$ cat config.mk
export PLATFORM = sky130hd
export DESIGN_NAME = lpc_regs
export DESIGN_NICKNAME = d
export VERILOG_FILES = /design/src/hw/lpc_pkg.sv /design/src/hw/lpc_regs.sv
export SDC_FILE = /design/constraint.sdc
export NUM_CORES = 1
export LEC_CHECK = 0
export BUFFER_PORTS_ARGS = -buffer_cell sky130_fd_sc_hd__buf_2
export CAP_MARGIN = 20
export CORE_ASPECT_RATIO = 0.6
export CORE_MARGIN = 2
export CORE_UTILIZATION = 30
export DETAILED_ROUTE_END_ITERATION = 7
export HOLD_SLACK_MARGIN = 0.02
export PLACE_DENSITY = 0.61
export SLEW_MARGIN = 20
export SYNTH_ARGS = -nofsm -noshare
export SYNTH_HDL_FRONTEND = slang
export SYNTH_SLANG_ARGS = --single-unit
$ cat constraint.sdc
create_clock -name aclk -period 2.9 [get_ports aclk]
set_input_delay 0.435 -clock aclk [delete_from_list [all_inputs] [get_ports aclk]]
set_output_delay 0.435 -clock aclk [all_outputs]
set_load 0.02 [all_outputs]
$ cat src/hw/lpc_pkg.sv
/*
  Package for the loopback and poll control register block.
  Assumes a 32-bit AXI4-Lite slave port and a 25 MHz clock.
*/
package lpc_pkg;
  // Register byte addresses
  localparam logic [7:0] COMMAND_REG_TWO_ADDR = 8'h50;
  localparam logic [7:0] COMMAND_REG_THREE_ADDR = 8'h54;
  localparam logic [7:0] CS3_ADDR = 8'h58;
  localparam logic [7:0] CS4_ADDR = 8'h5C;
  localparam logic [7:0] CS7_ADDR = 8'h60;
  localparam logic [7:0] DMD_ADDR = 8'h64;
  localparam logic [7:0] STS_ADDR = 8'h68;
  // Second command register fields
  localparam int COMMAND_REG_TWO_VAL_POS = 7;
  localparam int INTERNAL_LOOPBACK_ENABLE_POS = 4;
  localparam int EXTERNAL_LOOPBACK_ENABLE_POS = 3;
  localparam int LOOKAHEAD_RX_INTERRUPT_ENABLE_POS = 2;
  localparam int CHPOLL_POS = 1;
  localparam int TXPOLL_POS = 0;
  // Alias positions in legacy registers
  localparam int CS3_LOOKAHEAD_RX_INTERRUPT_ENABLE_POS = 5;
  localparam int CS7_CHPOLL_POS = 12;
  localparam int CS4_TXPOLL_POS = 12;
  // Demand register fields
  localparam int DMD_RX_POS = 0;
  localparam int DMD_TX_POS = 1;
  // Third command register value bits
  localparam int COMMAND_REG_THREE_VAL3_POS = 31;
  localparam int COMMAND_REG_THREE_VAL2_POS = 23;
  localparam int COMMAND_REG_THREE_VAL1_POS = 15;
  localparam int COMMAND_REG_THREE_BYTE0_VALUE_BIT_POS = 7;
  // Reset values
  localparam logic [6:0] COMMAND_REG_TWO_RESET = 7'h00;
  localparam logic [31:0] COMMAND_REG_THREE_RESET = 32'h0000_0000;
  // AXI responses
  localparam logic [1:0] RESP_OKAY = 2'h0;
  localparam logic [1:0] RESP_SLVERR = 2'h2;

  // MII nibble group
  typedef struct packed {
    logic [3:0] data;
    logic en;
  } lpc_mii_t;

  // Poll requests to the buffer management unit
  typedef struct packed {
    logic rx_desc;
    logic tx_desc;
  } lpc_poll_t;
endpackage

$ cat src/hw/lpc_regs.sv
/*
  Loopback and poll control command bits with AXI4-Lite register access.
  Assumes MAC-side signals and buffer-management events are synchronous to aclk; receive pins are not.
*/
`timescale 1ns/10ps
module lpc_regs (
  input wire logic aclk,
  input wire logic aresetn,
  input wire logic [7:0] s_axi_awaddr,
  input wire logic s_axi_awvalid,
  output logic s_axi_awready,
  input wire logic [31:0] s_axi_wdata,
  input wire logic [3:0] s_axi_wstrb,
  input wire logic s_axi_wvalid,
  output logic s_axi_wready,
  output logic [1:0] s_axi_bresp,
  output logic s_axi_bvalid,
  input wire logic s_axi_bready,
  input wire logic [7:0] s_axi_araddr,
  input wire logic s_axi_arvalid,
  output logic s_axi_arready,
  output logic [31:0] s_axi_rdata,
  output logic [1:0] s_axi_rresp,
  output logic s_axi_rvalid,
  input wire logic s_axi_rready,
  input wire logic eeprom_load_start,
  input wire logic eeprom_load_error,
  input wire logic transmitter_on,
  input wire logic rx_first_desc_done,
  input wire logic rx_last_desc_done,
  input wire logic rx_activity_done,
  input wire logic chain_in_progress,
  input wire lpc_pkg::lpc_mii_t mac_tx,
  input wire logic mac_tx_clk,
  input wire lpc_pkg::lpc_mii_t pin_rx,
  input wire logic pin_rx_clk,
  input wire logic pin_col,
  input wire logic pin_crs,
  output lpc_pkg::lpc_mii_t mac_rx,
  output logic mac_rx_clk,
  output logic mac_col,
  output logic full_duplex_force,
  output logic loop_mode,
  output logic mii_internal_loop_select,
  output logic rx_interrupt_flag,
  output lpc_pkg::lpc_poll_t poll_req,
  output logic chain_poll_enable,
  output logic [31:0] command_reg_three_out
);

  // Stored control bits
  logic [6:0] command_reg_two_q;
  logic [31:0] command_reg_three_q;
  logic rx_interrupt_flag_q;
  lpc_pkg::lpc_poll_t poll_q;
  logic rx_dmd_q;
  logic tx_dmd_q;
  logic tx_auto_pend_q;
  logic awready_q, wready_q, bvalid_q, arready_q, rvalid_q;
  logic [1:0] bresp_q, rresp_q;
  logic [31:0] rdata_q;
  logic [7:0] awaddr_q;
  logic [31:0] wdata_q;
  logic [3:0] wstrb_q;
  logic aw_have_q, w_have_q;
  lpc_pkg::lpc_mii_t mac_rx_q;
  logic mac_rx_clk_q, mac_col_q, fdx_q, loop_q, ilp_q;
  logic chpoll_en_q;

  // Named control bits
  wire internal_loopback_enable = command_reg_two_q[lpc_pkg::INTERNAL_LOOPBACK_ENABLE_POS];
  wire external_loopback_enable = command_reg_two_q[lpc_pkg::EXTERNAL_LOOPBACK_ENABLE_POS];
  wire lookahead_rx_interrupt_enable = command_reg_two_q[lpc_pkg::LOOKAHEAD_RX_INTERRUPT_ENABLE_POS];
  wire chpoll_dis = command_reg_two_q[lpc_pkg::CHPOLL_POS];
  wire txpoll_dis = command_reg_two_q[lpc_pkg::TXPOLL_POS];

  // Write channel capture and decode
  wire aw_take = s_axi_awvalid & awready_q;
  wire w_take = s_axi_wvalid & wready_q;
  wire aw_now = aw_have_q | aw_take;
  wire w_now = w_have_q | w_take;
  wire [7:0] wa = aw_have_q ? awaddr_q : s_axi_awaddr;
  wire [31:0] wd = w_have_q ? wdata_q : s_axi_wdata;
  wire [3:0] ws = w_have_q ? wstrb_q : s_axi_wstrb;
  wire wr_go = aw_now & w_now & ~bvalid_q;
  wire wr_command_reg_two = wr_go & (wa == lpc_pkg::COMMAND_REG_TWO_ADDR) & ws[0];
  wire wr_command_reg_three = wr_go & (wa == lpc_pkg::COMMAND_REG_THREE_ADDR);
  wire wr_cs3 = wr_go & (wa == lpc_pkg::CS3_ADDR) & ws[0];
  wire wr_cs4 = wr_go & (wa == lpc_pkg::CS4_ADDR) & ws[1];
  wire wr_cs7 = wr_go & (wa == lpc_pkg::CS7_ADDR) & ws[1];
  wire wr_dmd = wr_go & (wa == lpc_pkg::DMD_ADDR) & ws[0];
  wire wr_hit = (wa == lpc_pkg::COMMAND_REG_TWO_ADDR) | (wa == lpc_pkg::COMMAND_REG_THREE_ADDR) | (wa == lpc_pkg::CS3_ADDR)
              | (wa == lpc_pkg::CS4_ADDR) | (wa == lpc_pkg::CS7_ADDR) | (wa == lpc_pkg::DMD_ADDR);

  // Value plus mask update of the second command register
  wire byte0_value_bit = wd[lpc_pkg::COMMAND_REG_TWO_VAL_POS];
  wire [6:0] command_reg_two_vm = (command_reg_two_q & ~wd[6:0]) | ({7{byte0_value_bit}} & wd[6:0]);
  logic [6:0] command_reg_two_d;
  always_comb begin
    command_reg_two_d = command_reg_two_q;
    if (wr_command_reg_two) begin
      command_reg_two_d = command_reg_two_vm;
    end
    if (wr_cs3) begin
      command_reg_two_d[lpc_pkg::LOOKAHEAD_RX_INTERRUPT_ENABLE_POS] = wd[lpc_pkg::CS3_LOOKAHEAD_RX_INTERRUPT_ENABLE_POS];
    end
    if (wr_cs4) begin
      command_reg_two_d[lpc_pkg::TXPOLL_POS] = wd[lpc_pkg::CS4_TXPOLL_POS];
    end
    if (wr_cs7) begin
      command_reg_two_d[lpc_pkg::CHPOLL_POS] = wd[lpc_pkg::CS7_CHPOLL_POS];
    end
  end

  // Value plus mask update of the third command register, per byte lane
  logic [31:0] command_reg_three_d;
  always_comb begin
    command_reg_three_d = command_reg_three_q;
    for (int b = 0; b < 4; b++) begin
      if (wr_command_reg_three && ws[b]) begin
        for (int i = 0; i < 7; i++) begin
          if (wd[b*8+i]) begin
            command_reg_three_d[b*8+i] = wd[b*8+7];
          end
        end
      end
    end
  end

  // Demand bits, one-shot
  wire rx_dmd_w = wr_dmd & wd[lpc_pkg::DMD_RX_POS];
  wire tx_dmd_w = wr_dmd & wd[lpc_pkg::DMD_TX_POS];

  // Poll decisions
  wire tx_auto = ~txpoll_dis & (tx_auto_pend_q | rx_activity_done);
  // Demand and automatic requests share one transmit poll pulse
  wire tx_poll_d = transmitter_on & (tx_dmd_q | tx_auto);
  wire rx_poll_d = rx_dmd_q & (~chpoll_dis | chain_in_progress);
  wire rx_interrupt_flag_set = rx_last_desc_done | (lookahead_rx_interrupt_enable & rx_first_desc_done);

  // Read decode
  logic [31:0] rd_w;
  always_comb begin
    rd_w = 32'h0000_0000;
    case (s_axi_araddr)
      lpc_pkg::COMMAND_REG_TWO_ADDR: rd_w[6:0] = command_reg_two_q;
      lpc_pkg::COMMAND_REG_THREE_ADDR: rd_w = command_reg_three_q;
      lpc_pkg::CS3_ADDR: rd_w[lpc_pkg::CS3_LOOKAHEAD_RX_INTERRUPT_ENABLE_POS] = lookahead_rx_interrupt_enable;
      lpc_pkg::CS4_ADDR: rd_w[lpc_pkg::CS4_TXPOLL_POS] = txpoll_dis;
      lpc_pkg::CS7_ADDR: rd_w[lpc_pkg::CS7_CHPOLL_POS] = chpoll_dis;
      lpc_pkg::DMD_ADDR: rd_w[1:0] = {tx_dmd_q, rx_dmd_q};
      lpc_pkg::STS_ADDR: rd_w[0] = rx_interrupt_flag_q;
      default: rd_w = 32'h0000_0000;
    endcase
  end
  // Unmapped read addresses return zero with an error response
  wire rd_hit = (s_axi_araddr == lpc_pkg::COMMAND_REG_TWO_ADDR) | (s_axi_araddr == lpc_pkg::COMMAND_REG_THREE_ADDR)
              | (s_axi_araddr == lpc_pkg::CS3_ADDR) | (s_axi_araddr == lpc_pkg::CS4_ADDR)
              | (s_axi_araddr == lpc_pkg::CS7_ADDR) | (s_axi_araddr == lpc_pkg::DMD_ADDR)
              | (s_axi_araddr == lpc_pkg::STS_ADDR);
  wire ar_take = s_axi_arvalid & arready_q;
  wire rd_sts = ar_take & (s_axi_araddr == lpc_pkg::STS_ADDR);

  // Receive pins pass two flip-flops before any logic reads them
  // Pins bear no relation to aclk, so only the second stage is read
  logic [7:0] pin_s1_q;
  logic [7:0] pin_s2_q;
  lpc_pkg::lpc_mii_t pin_rx_s;
  wire pin_rx_clk_s = pin_s2_q[2];
  wire pin_col_s = pin_s2_q[1];
  wire pin_crs_s = pin_s2_q[0];
  assign pin_rx_s = pin_s2_q[7:3];
  always_ff @(posedge aclk) begin
    if (!aresetn) begin
      pin_s1_q <= 8'h00;
      pin_s2_q <= 8'h00;
    end else begin
      pin_s1_q <= {pin_rx, pin_rx_clk, pin_col, pin_crs};
      pin_s2_q <= pin_s1_q;
    end
  end

  // Loopback mode decode
  // Both bits set: internal path wins, loop mode and select both high
  wire loop_d = internal_loopback_enable | external_loopback_enable;
  wire fdx_d = internal_loopback_enable | external_loopback_enable;

  // AXI write channel state
  always_ff @(posedge aclk) begin
    if (!aresetn) begin
      awready_q <= 1'b1;
      wready_q <= 1'b1;
      aw_have_q <= 1'b0;
      w_have_q <= 1'b0;
      bvalid_q <= 1'b0;
      bresp_q <= lpc_pkg::RESP_OKAY;
      awaddr_q <= 8'h00;
      wdata_q <= 32'h0000_0000;
      wstrb_q <= 4'h0;
    end else begin
      // Address and data both held: commit write, raise response
      if (wr_go) begin
        aw_have_q <= 1'b0;
        w_have_q <= 1'b0;
        awready_q <= 1'b0;
        wready_q <= 1'b0;
        bvalid_q <= 1'b1;
        bresp_q <= wr_hit ? lpc_pkg::RESP_OKAY : lpc_pkg::RESP_SLVERR;
      end else begin
        // Hold whichever half arrives first
        if (aw_take) begin
          aw_have_q <= 1'b1;
          awaddr_q <= s_axi_awaddr;
          awready_q <= 1'b0;
        end
        if (w_take) begin
          w_have_q <= 1'b1;
          wdata_q <= s_axi_wdata;
          wstrb_q <= s_axi_wstrb;
          wready_q <= 1'b0;
        end
        // Response accepted: open both channels again
        if (bvalid_q && s_axi_bready) begin
          bvalid_q <= 1'b0;
          awready_q <= 1'b1;
          wready_q <= 1'b1;
        end
      end
    end
  end

  // AXI read channel state
  always_ff @(posedge aclk) begin
    if (!aresetn) begin
      arready_q <= 1'b1;
      rvalid_q <= 1'b0;
      rdata_q <= 32'h0000_0000;
      rresp_q <= lpc_pkg::RESP_OKAY;
    end else if (ar_take) begin
      // Capture data; channel stays closed until the response is taken
      arready_q <= 1'b0;
      rvalid_q <= 1'b1;
      rdata_q <= rd_w;
      rresp_q <= rd_hit ? lpc_pkg::RESP_OKAY : lpc_pkg::RESP_SLVERR;
    end else if (rvalid_q && s_axi_rready) begin
      rvalid_q <= 1'b0;
      arready_q <= 1'b1;
    end
  end

  // Command registers; EEPROM start and error clear the third one
  always_ff @(posedge aclk) begin
    if (!aresetn) begin
      command_reg_two_q <= lpc_pkg::COMMAND_REG_TWO_RESET;
      command_reg_three_q <= lpc_pkg::COMMAND_REG_THREE_RESET;
      chpoll_en_q <= ~lpc_pkg::COMMAND_REG_TWO_RESET[lpc_pkg::CHPOLL_POS];
    end else begin
      command_reg_two_q <= command_reg_two_d;
      chpoll_en_q <= ~command_reg_two_d[lpc_pkg::CHPOLL_POS];
      command_reg_three_q <= (eeprom_load_start | eeprom_load_error) ? lpc_pkg::COMMAND_REG_THREE_RESET : command_reg_three_d;
    end
  end

  // Interrupt flag (set wins), demands and poll requests
  always_ff @(posedge aclk) begin
    if (!aresetn) begin
      rx_interrupt_flag_q <= 1'b0;
      rx_dmd_q <= 1'b0;
      tx_dmd_q <= 1'b0;
      tx_auto_pend_q <= 1'b0;
      poll_q <= '0;
    end else begin
      // Status read clears the flag; a new event in that cycle wins
      rx_interrupt_flag_q <= rx_interrupt_flag_set | (rx_interrupt_flag_q & ~rd_sts);
      rx_dmd_q <= rx_dmd_w | (rx_dmd_q & ~rx_poll_d);
      tx_dmd_q <= tx_dmd_w | (tx_dmd_q & ~tx_poll_d);
      // Pending only while the transmitter is off, so one receive end gives one poll
      tx_auto_pend_q <= tx_auto & ~transmitter_on;
      poll_q.rx_desc <= rx_poll_d;
      poll_q.tx_desc <= tx_poll_d;
    end
  end

  // MII loopback multiplexers, updated every cycle
  always_ff @(posedge aclk) begin
    if (!aresetn) begin
      mac_rx_q <= '0;
      mac_rx_clk_q <= 1'b0;
      mac_col_q <= 1'b0;
      fdx_q <= 1'b0;
      loop_q <= 1'b0;
      ilp_q <= 1'b0;
    end else begin
      mac_rx_q <= internal_loopback_enable ? mac_tx : pin_rx_s;
      mac_rx_clk_q <= internal_loopback_enable ? mac_tx_clk : pin_rx_clk_s;
      // Collision masked whenever full duplex is forced
      mac_col_q <= fdx_d ? 1'b0 : (pin_col_s & pin_crs_s);
      fdx_q <= fdx_d;
      loop_q <= loop_d;
      ilp_q <= internal_loopback_enable;
    end
  end

  // Output drive
  assign s_axi_awready = awready_q;
  assign s_axi_wready = wready_q;
  assign s_axi_bvalid = bvalid_q;
  assign s_axi_bresp = bresp_q;
  assign s_axi_arready = arready_q;
  assign s_axi_rvalid = rvalid_q;
  assign s_axi_rdata = rdata_q;
  assign s_axi_rresp = rresp_q;
  assign mac_rx = mac_rx_q;
  assign mac_rx_clk = mac_rx_clk_q;
  assign mac_col = mac_col_q;
  assign full_duplex_force = fdx_q;
  assign loop_mode = loop_q;
  assign mii_internal_loop_select = ilp_q;
  assign rx_interrupt_flag = rx_interrupt_flag_q;
  assign poll_req = poll_q;
  assign chain_poll_enable = chpoll_en_q;
  assign command_reg_three_out = command_reg_three_q;
endmodule

* Word-level counts from Yosys, hierarchy flattened *
Cells that the tools add are included.

cells by class
  reduce and logical (&&, ||, !) cells = 45
  mux-type cells = 31
  bitwise logic cells = 64
  equality and inequality tests = 13

operators with widths
  kind                number
  $eq 8x7->1 const B  13
  $reduce_and 2->1    30
  $mux 32             1
  $and 1x1->1         28
  $or 1x1->1          22
  $mux 18             1
  $mux 1              16
  $and 7x7->7         2
  $mux 5              2
  $not 1->1           10
  $pmux 1 s3          3
  $mux 8              1
  $reduce_bool 2->1   4
  $not 7->7           1
  $or 7x7->7          1
  $logic_and 1x1->1   6
  $pmux 3 s2          1
  $reduce_bool 3->1   2
  $reduce_or 2->1     3
  $mux 2              2
  $mux 4              1
  $pmux 1 s4          1
  $mux 3              1
  $pmux 1 s2          1

word-level totals
  bits of input ports = 80
  output and inout bits = 87
  register bits = 154
  logic and storage cells = 213

* Logic depth before layout (Yosys ltp) *
  word-level depth = 9
  gate-level depth with buffers = 8
  gate-level depth less buffers = 5

* Worst setup path after synthesis *
No wires, ideal clock.

  path type = input -> register
  from = in s_axi_araddr[7]
  to = reg rdata_q[18] (netlist: s_axi_rdata[18])
  required time = 2.830 ns
  library setup time = 0.070 ns
  arrival = 1.881 ns
  stages on the path = 6
  path buffers = 2
  setup slack = 0.948 ns
  cells stage by stage = or4b_1 clkbuf_1 nor3_4 buf_2 nand3_1 a21oi_1

on the way
  cells in the longest elaborated chain, start to end = 2

ends and longest elaborated chain
  element               line             text
  start, declared       lpc_regs.sv:19   input wire logic [7:0] s_axi_araddr,
  $eq 8x7->1            lpc_regs.sv:145  case (s_axi_araddr)
  $mux 18               lpc_regs.sv:145
  end signal, assigned  lpc_regs.sv:243  rdata_q <= rd_w;
  end, declared         lpc_regs.sv:61   logic [31:0] rdata_q;

No other way between the ends.
A chain may end at the register's enable or synchronous reset.

* Worst setup path after layout *
  from = reg aw_have_q
  to = reg command_reg_three_q[21] (netlist: command_reg_three_out[21])

on the way
  cells in the longest elaborated chain, start to end = 6
  elaborated cells on any way between the ends = 8
  classes of those cells = eq/ne (1); mux (1); bitwise (4); reduce/logical (2)

ends and longest elaborated chain
  element                         line             text
  start, declared                 lpc_regs.sv:65   logic aw_have_q, w_have_q;
  start signal, assigned          lpc_regs.sv:193  aw_have_q <= 1'b0;
  start signal, assigned          lpc_regs.sv:203  aw_have_q <= 1'b0;
  start signal, assigned          lpc_regs.sv:212  aw_have_q <= 1'b1;
  $or 1x1->1                      lpc_regs.sv:80   wire aw_now = aw_have_q | aw_take;
  $and 1x1->1 (2 in a row)        lpc_regs.sv:85   wire wr_go = aw_now & w_now & ~bvalid_q;
  $and 1x1->1 (*)                 lpc_regs.sv:87   wire wr_command_reg_three = wr_go & (wa == lpc_pkg::COMMAND_REG_THREE_ADDR);
  $logic_and 1x1->1 (*)           lpc_regs.sv:120  if (wr_command_reg_three && ws[b]) begin
  $reduce_and 2->1 (no line) (*)  n/a
  end signal, assigned            lpc_regs.sv:255  command_reg_three_q <= lpc_pkg::COMMAND_REG_THREE_RESET;
  end signal, assigned            lpc_regs.sv:260  command_reg_three_q <= (eeprom_load_start | eeprom_load_error) ? lpc_pkg::COMMAND_REG_THREE_RESET : command_re ...
  end, declared                   lpc_regs.sv:53   logic [31:0] command_reg_three_q;

Mark *: on every way between the ends. The rest lies on a longest branch, timed or not.

==> qor.csv <==
stage,metric,value,unit
sta,worst_slew_pin_slew,0.811,ns
critical_path,crit_path_max_incr_delay,0.69,ns
grt,grt_pass1_vias,4799,
clocking,cts_resized,0,
layout,synthToLayoutAreaGrowth,25.5,%
clocking,cts_setup_buffers,0,
sta,fmax,403,MHz
critical_path,cp.required,3.20,ns
sta,tns,0,ns
placed_design,gp_congestion,0.836,
sta,rsz0062_at_grt,false,
synthesis,syn_avg_cell_area,9.04,sq um
critical_path,worstPathCellList,a21oi_1 -> nor3_2 -> nand4_2 -> o211ai_1 -> o31ai_1,
synthesis,synth_top_area_share,0.484,
power,power.leakage,3.16,nW
clocking,clkSlewWorstSetupHoldPaths,0.06,ns
route,antenna_left,0,
grt,grt_pass1_wl,27600,microns
clocking,cts_buffers,17,
clocking,cts_max_path_buffers,2,
clocking,cts.htree.levels,4,
critical_path,worst-path-buf-inv,0,
critical_path,start_kind,flip-flop,
route,drc_errors,0,
route,first_pass_iters,8,
clocking,clock-sinks,148,
route,vias,5387,
clocking,hold_buffers,0,
critical_path,crit_family,simple AND/OR/NAND/NOR gates,
synthesis,synth_flop_cell,dfxtp_1,
sta,max_slew_margin,0.456,
grt,grt_usage,0.168,
synthesis,ys_seq_elements,148,
clocking,worstSkewPairLatency,0.43,ns
sta,layout_min_cycle_time,2.48,ns
placed_design,port_buffers,156,
placed_design,dpl.hpwl,12700,microns
layout,multi_input_area,2920,sq um
route,drt-vias-per-instance,4.88,
sta,drv_slew,0,
layout,layout.nets,898,
synthesis,yosys_warnings,0,
sta,setup_viol,0,
grt,grt_max_degree,45,
grt,antenna_found_initial,1,
run_status,status,"finished, final reports clean",
synthesis,synth_edf_count,0,
synthesis,synth.area.top_cells,"dfxtp_1 (48%), mux2i_1 (8.5%), nand2_1 (6.4%)",
floorplanning,die_w,188,microns
grt,grt_overflow,0,
critical_path,crit_fanout,14,
route,drtIter0Drc,294,
hold_path,hold_class,in -> reg,
layout,n_antenna_cell,0,
clocking,root_buffer,clkbuf_16,
synthesis,synth.distinct_cells,56,
clocking,cts_tree,yes,
layout,layout-drive-gt1-share,0.277,
power,powerDensity,628,nW/um^2
synthesis,yosysSeqAreaShare,0.484,
layout,ff_latch_area,2960,sq um
layout,postLayoutCoreUtil,0.384,
floorplanning,rows,40,
sta,min_period_over_period,0.855,
route,routedWlPerCell,16.3,microns
critical_path,ff2ff_setup_slack,0.42,ns
route,wl,18000,microns
critical_path,cp-end-kind,flip-flop,
floorplanning,die_area,21600,sq um
synthesis,netlist_area,6120,sq um
critical_path,crit_type,reg -> reg,
layout,n_fill_cell,2071,
critical_path,critPathSlowestCell,nor3_2,
synthesis,synthArstFlopShare,0,
synthesis,netlist_instances,677,
critical_path,arrival,2.78,ns
sta,clock_skew,0.0109,ns
floorplanning,die_y,115,microns
job,maxCapViolCount,0,
layout,final_common_cell,buf_2,
layout,layout_common_cells,"buf_2 (156), dfxtp_1 (147), nand2_1 (105), a21oi_1 (69), mux2i_1 (52)",
power,vdd_drop_max,0.442,mV
floorplanning,io_pins,167,
floorplanning,design.core.area,20000,sq um
floorplanning,start_util,0.306,
sta,hold_viol_final,0,
synthesis,yosysTopAreaCell,dfxtp_1,
## logic make-up (layout without fill, tap and decap cells)
| logic type | after synthesis | in the layout | synth area share |
|---|---|---|---|
| AND/OR/NAND/NOR | 254 | 254 | 0.204 |
| AO/OA/AOI/OAI | 150 | 150 | 0.156 |
| flip-flops | 148 | 148 | 0.484 |
| multiplexers | 65 | 65 | 0.109 |
| buffers and inverters | 59 | 204 | 0.0468 |
| other | 1 | 10 | 0.000613 |
## cells in the mapped netlist, drive strengths merged (14+ instances only)
library cell / count
dfxtp: 148
nand2: 105
a21oi: 69
mux2i: 52
nor2: 44
clkbuf: 29
buf: 26
nand3: 26
o211ai: 21
o31ai: 21
and2: 20
nand4: 16
o21ai: 14
## metal layers
layer,GRT usage,share of wire,up-vias
met4,0.0557,0.011,2
met1,0.251,0.52,2500
met5,0,0.00072,-
met3,0.0549,0.079,20
met2,0.220,0.39,187
li1,-,-,2678
## per-stage QoR
step	instances	hold WS, ns	setup WS (ns)	power [W]	area (sq um)
2_1_floorplan	686	0.408	0.948	0.00254	6150
3_3_place_gp	1072	0.412	0.468	0.00272	7110
3_5_place_dp	1072	0.417	0.412	0.00272	7110
4_1_cts	1104	0.179	0.403	0.00489	7680
5_1_grt	1104	0.192	0.120	0.00504	7680
6_report	1104	0.210	0.421	0.00483	7680
## registers in the layout (all words and copies together), names as in the netlist, 2 cells and up, named ones only
register and flops:
wdata_q 32, command_reg_three_out 28, s_axi_rdata 28, awaddr_q 8
pin_s1_q 8, pin_s2_q 8, mac_rx 5, wstrb_q 4
command_reg_two_q 2, poll_req 2
## layout make-up
class                      count  share of cell area
clock buffer                  17              0.0554
timing repair buffer         168               0.113
inverter                       4             0.00212
sequential                   148               0.386
clock inverter                15              0.0189
multi-input combinational    479               0.380
tap                          273              0.0445
## worst paths after layout
path,startpoint,end,cells past startpoint
max,aw_have_q$_SDFFE_PP0P_,command_reg_three_out[21]$_SDFFE_PP0P_,5
min,transmitter_on,tx_auto_pend_q$_SDFF_PN0_,2
max reg2reg,aw_have_q$_SDFFE_PP0P_,command_reg_three_out[21]$_SDFFE_PP0P_,5
min reg2reg,pin_s2_q[0]$_SDFF_PN0_,mac_col$_SDFF_PP0_,2
## where the power goes
| part | switching, W | leakage [nW] | total (W) | internal, W |
|---|---|---|---|---|
| Clock | 0.000945 | 0.277 | 0.00215 | 0.00120 |
| Combinational | 0.000332 | 1.67 | 0.000518 | 0.000187 |
| Sequential | 0.0000513 | 1.21 | 0.00216 | 0.00211 |
Power figures use the tool's default switching activity.
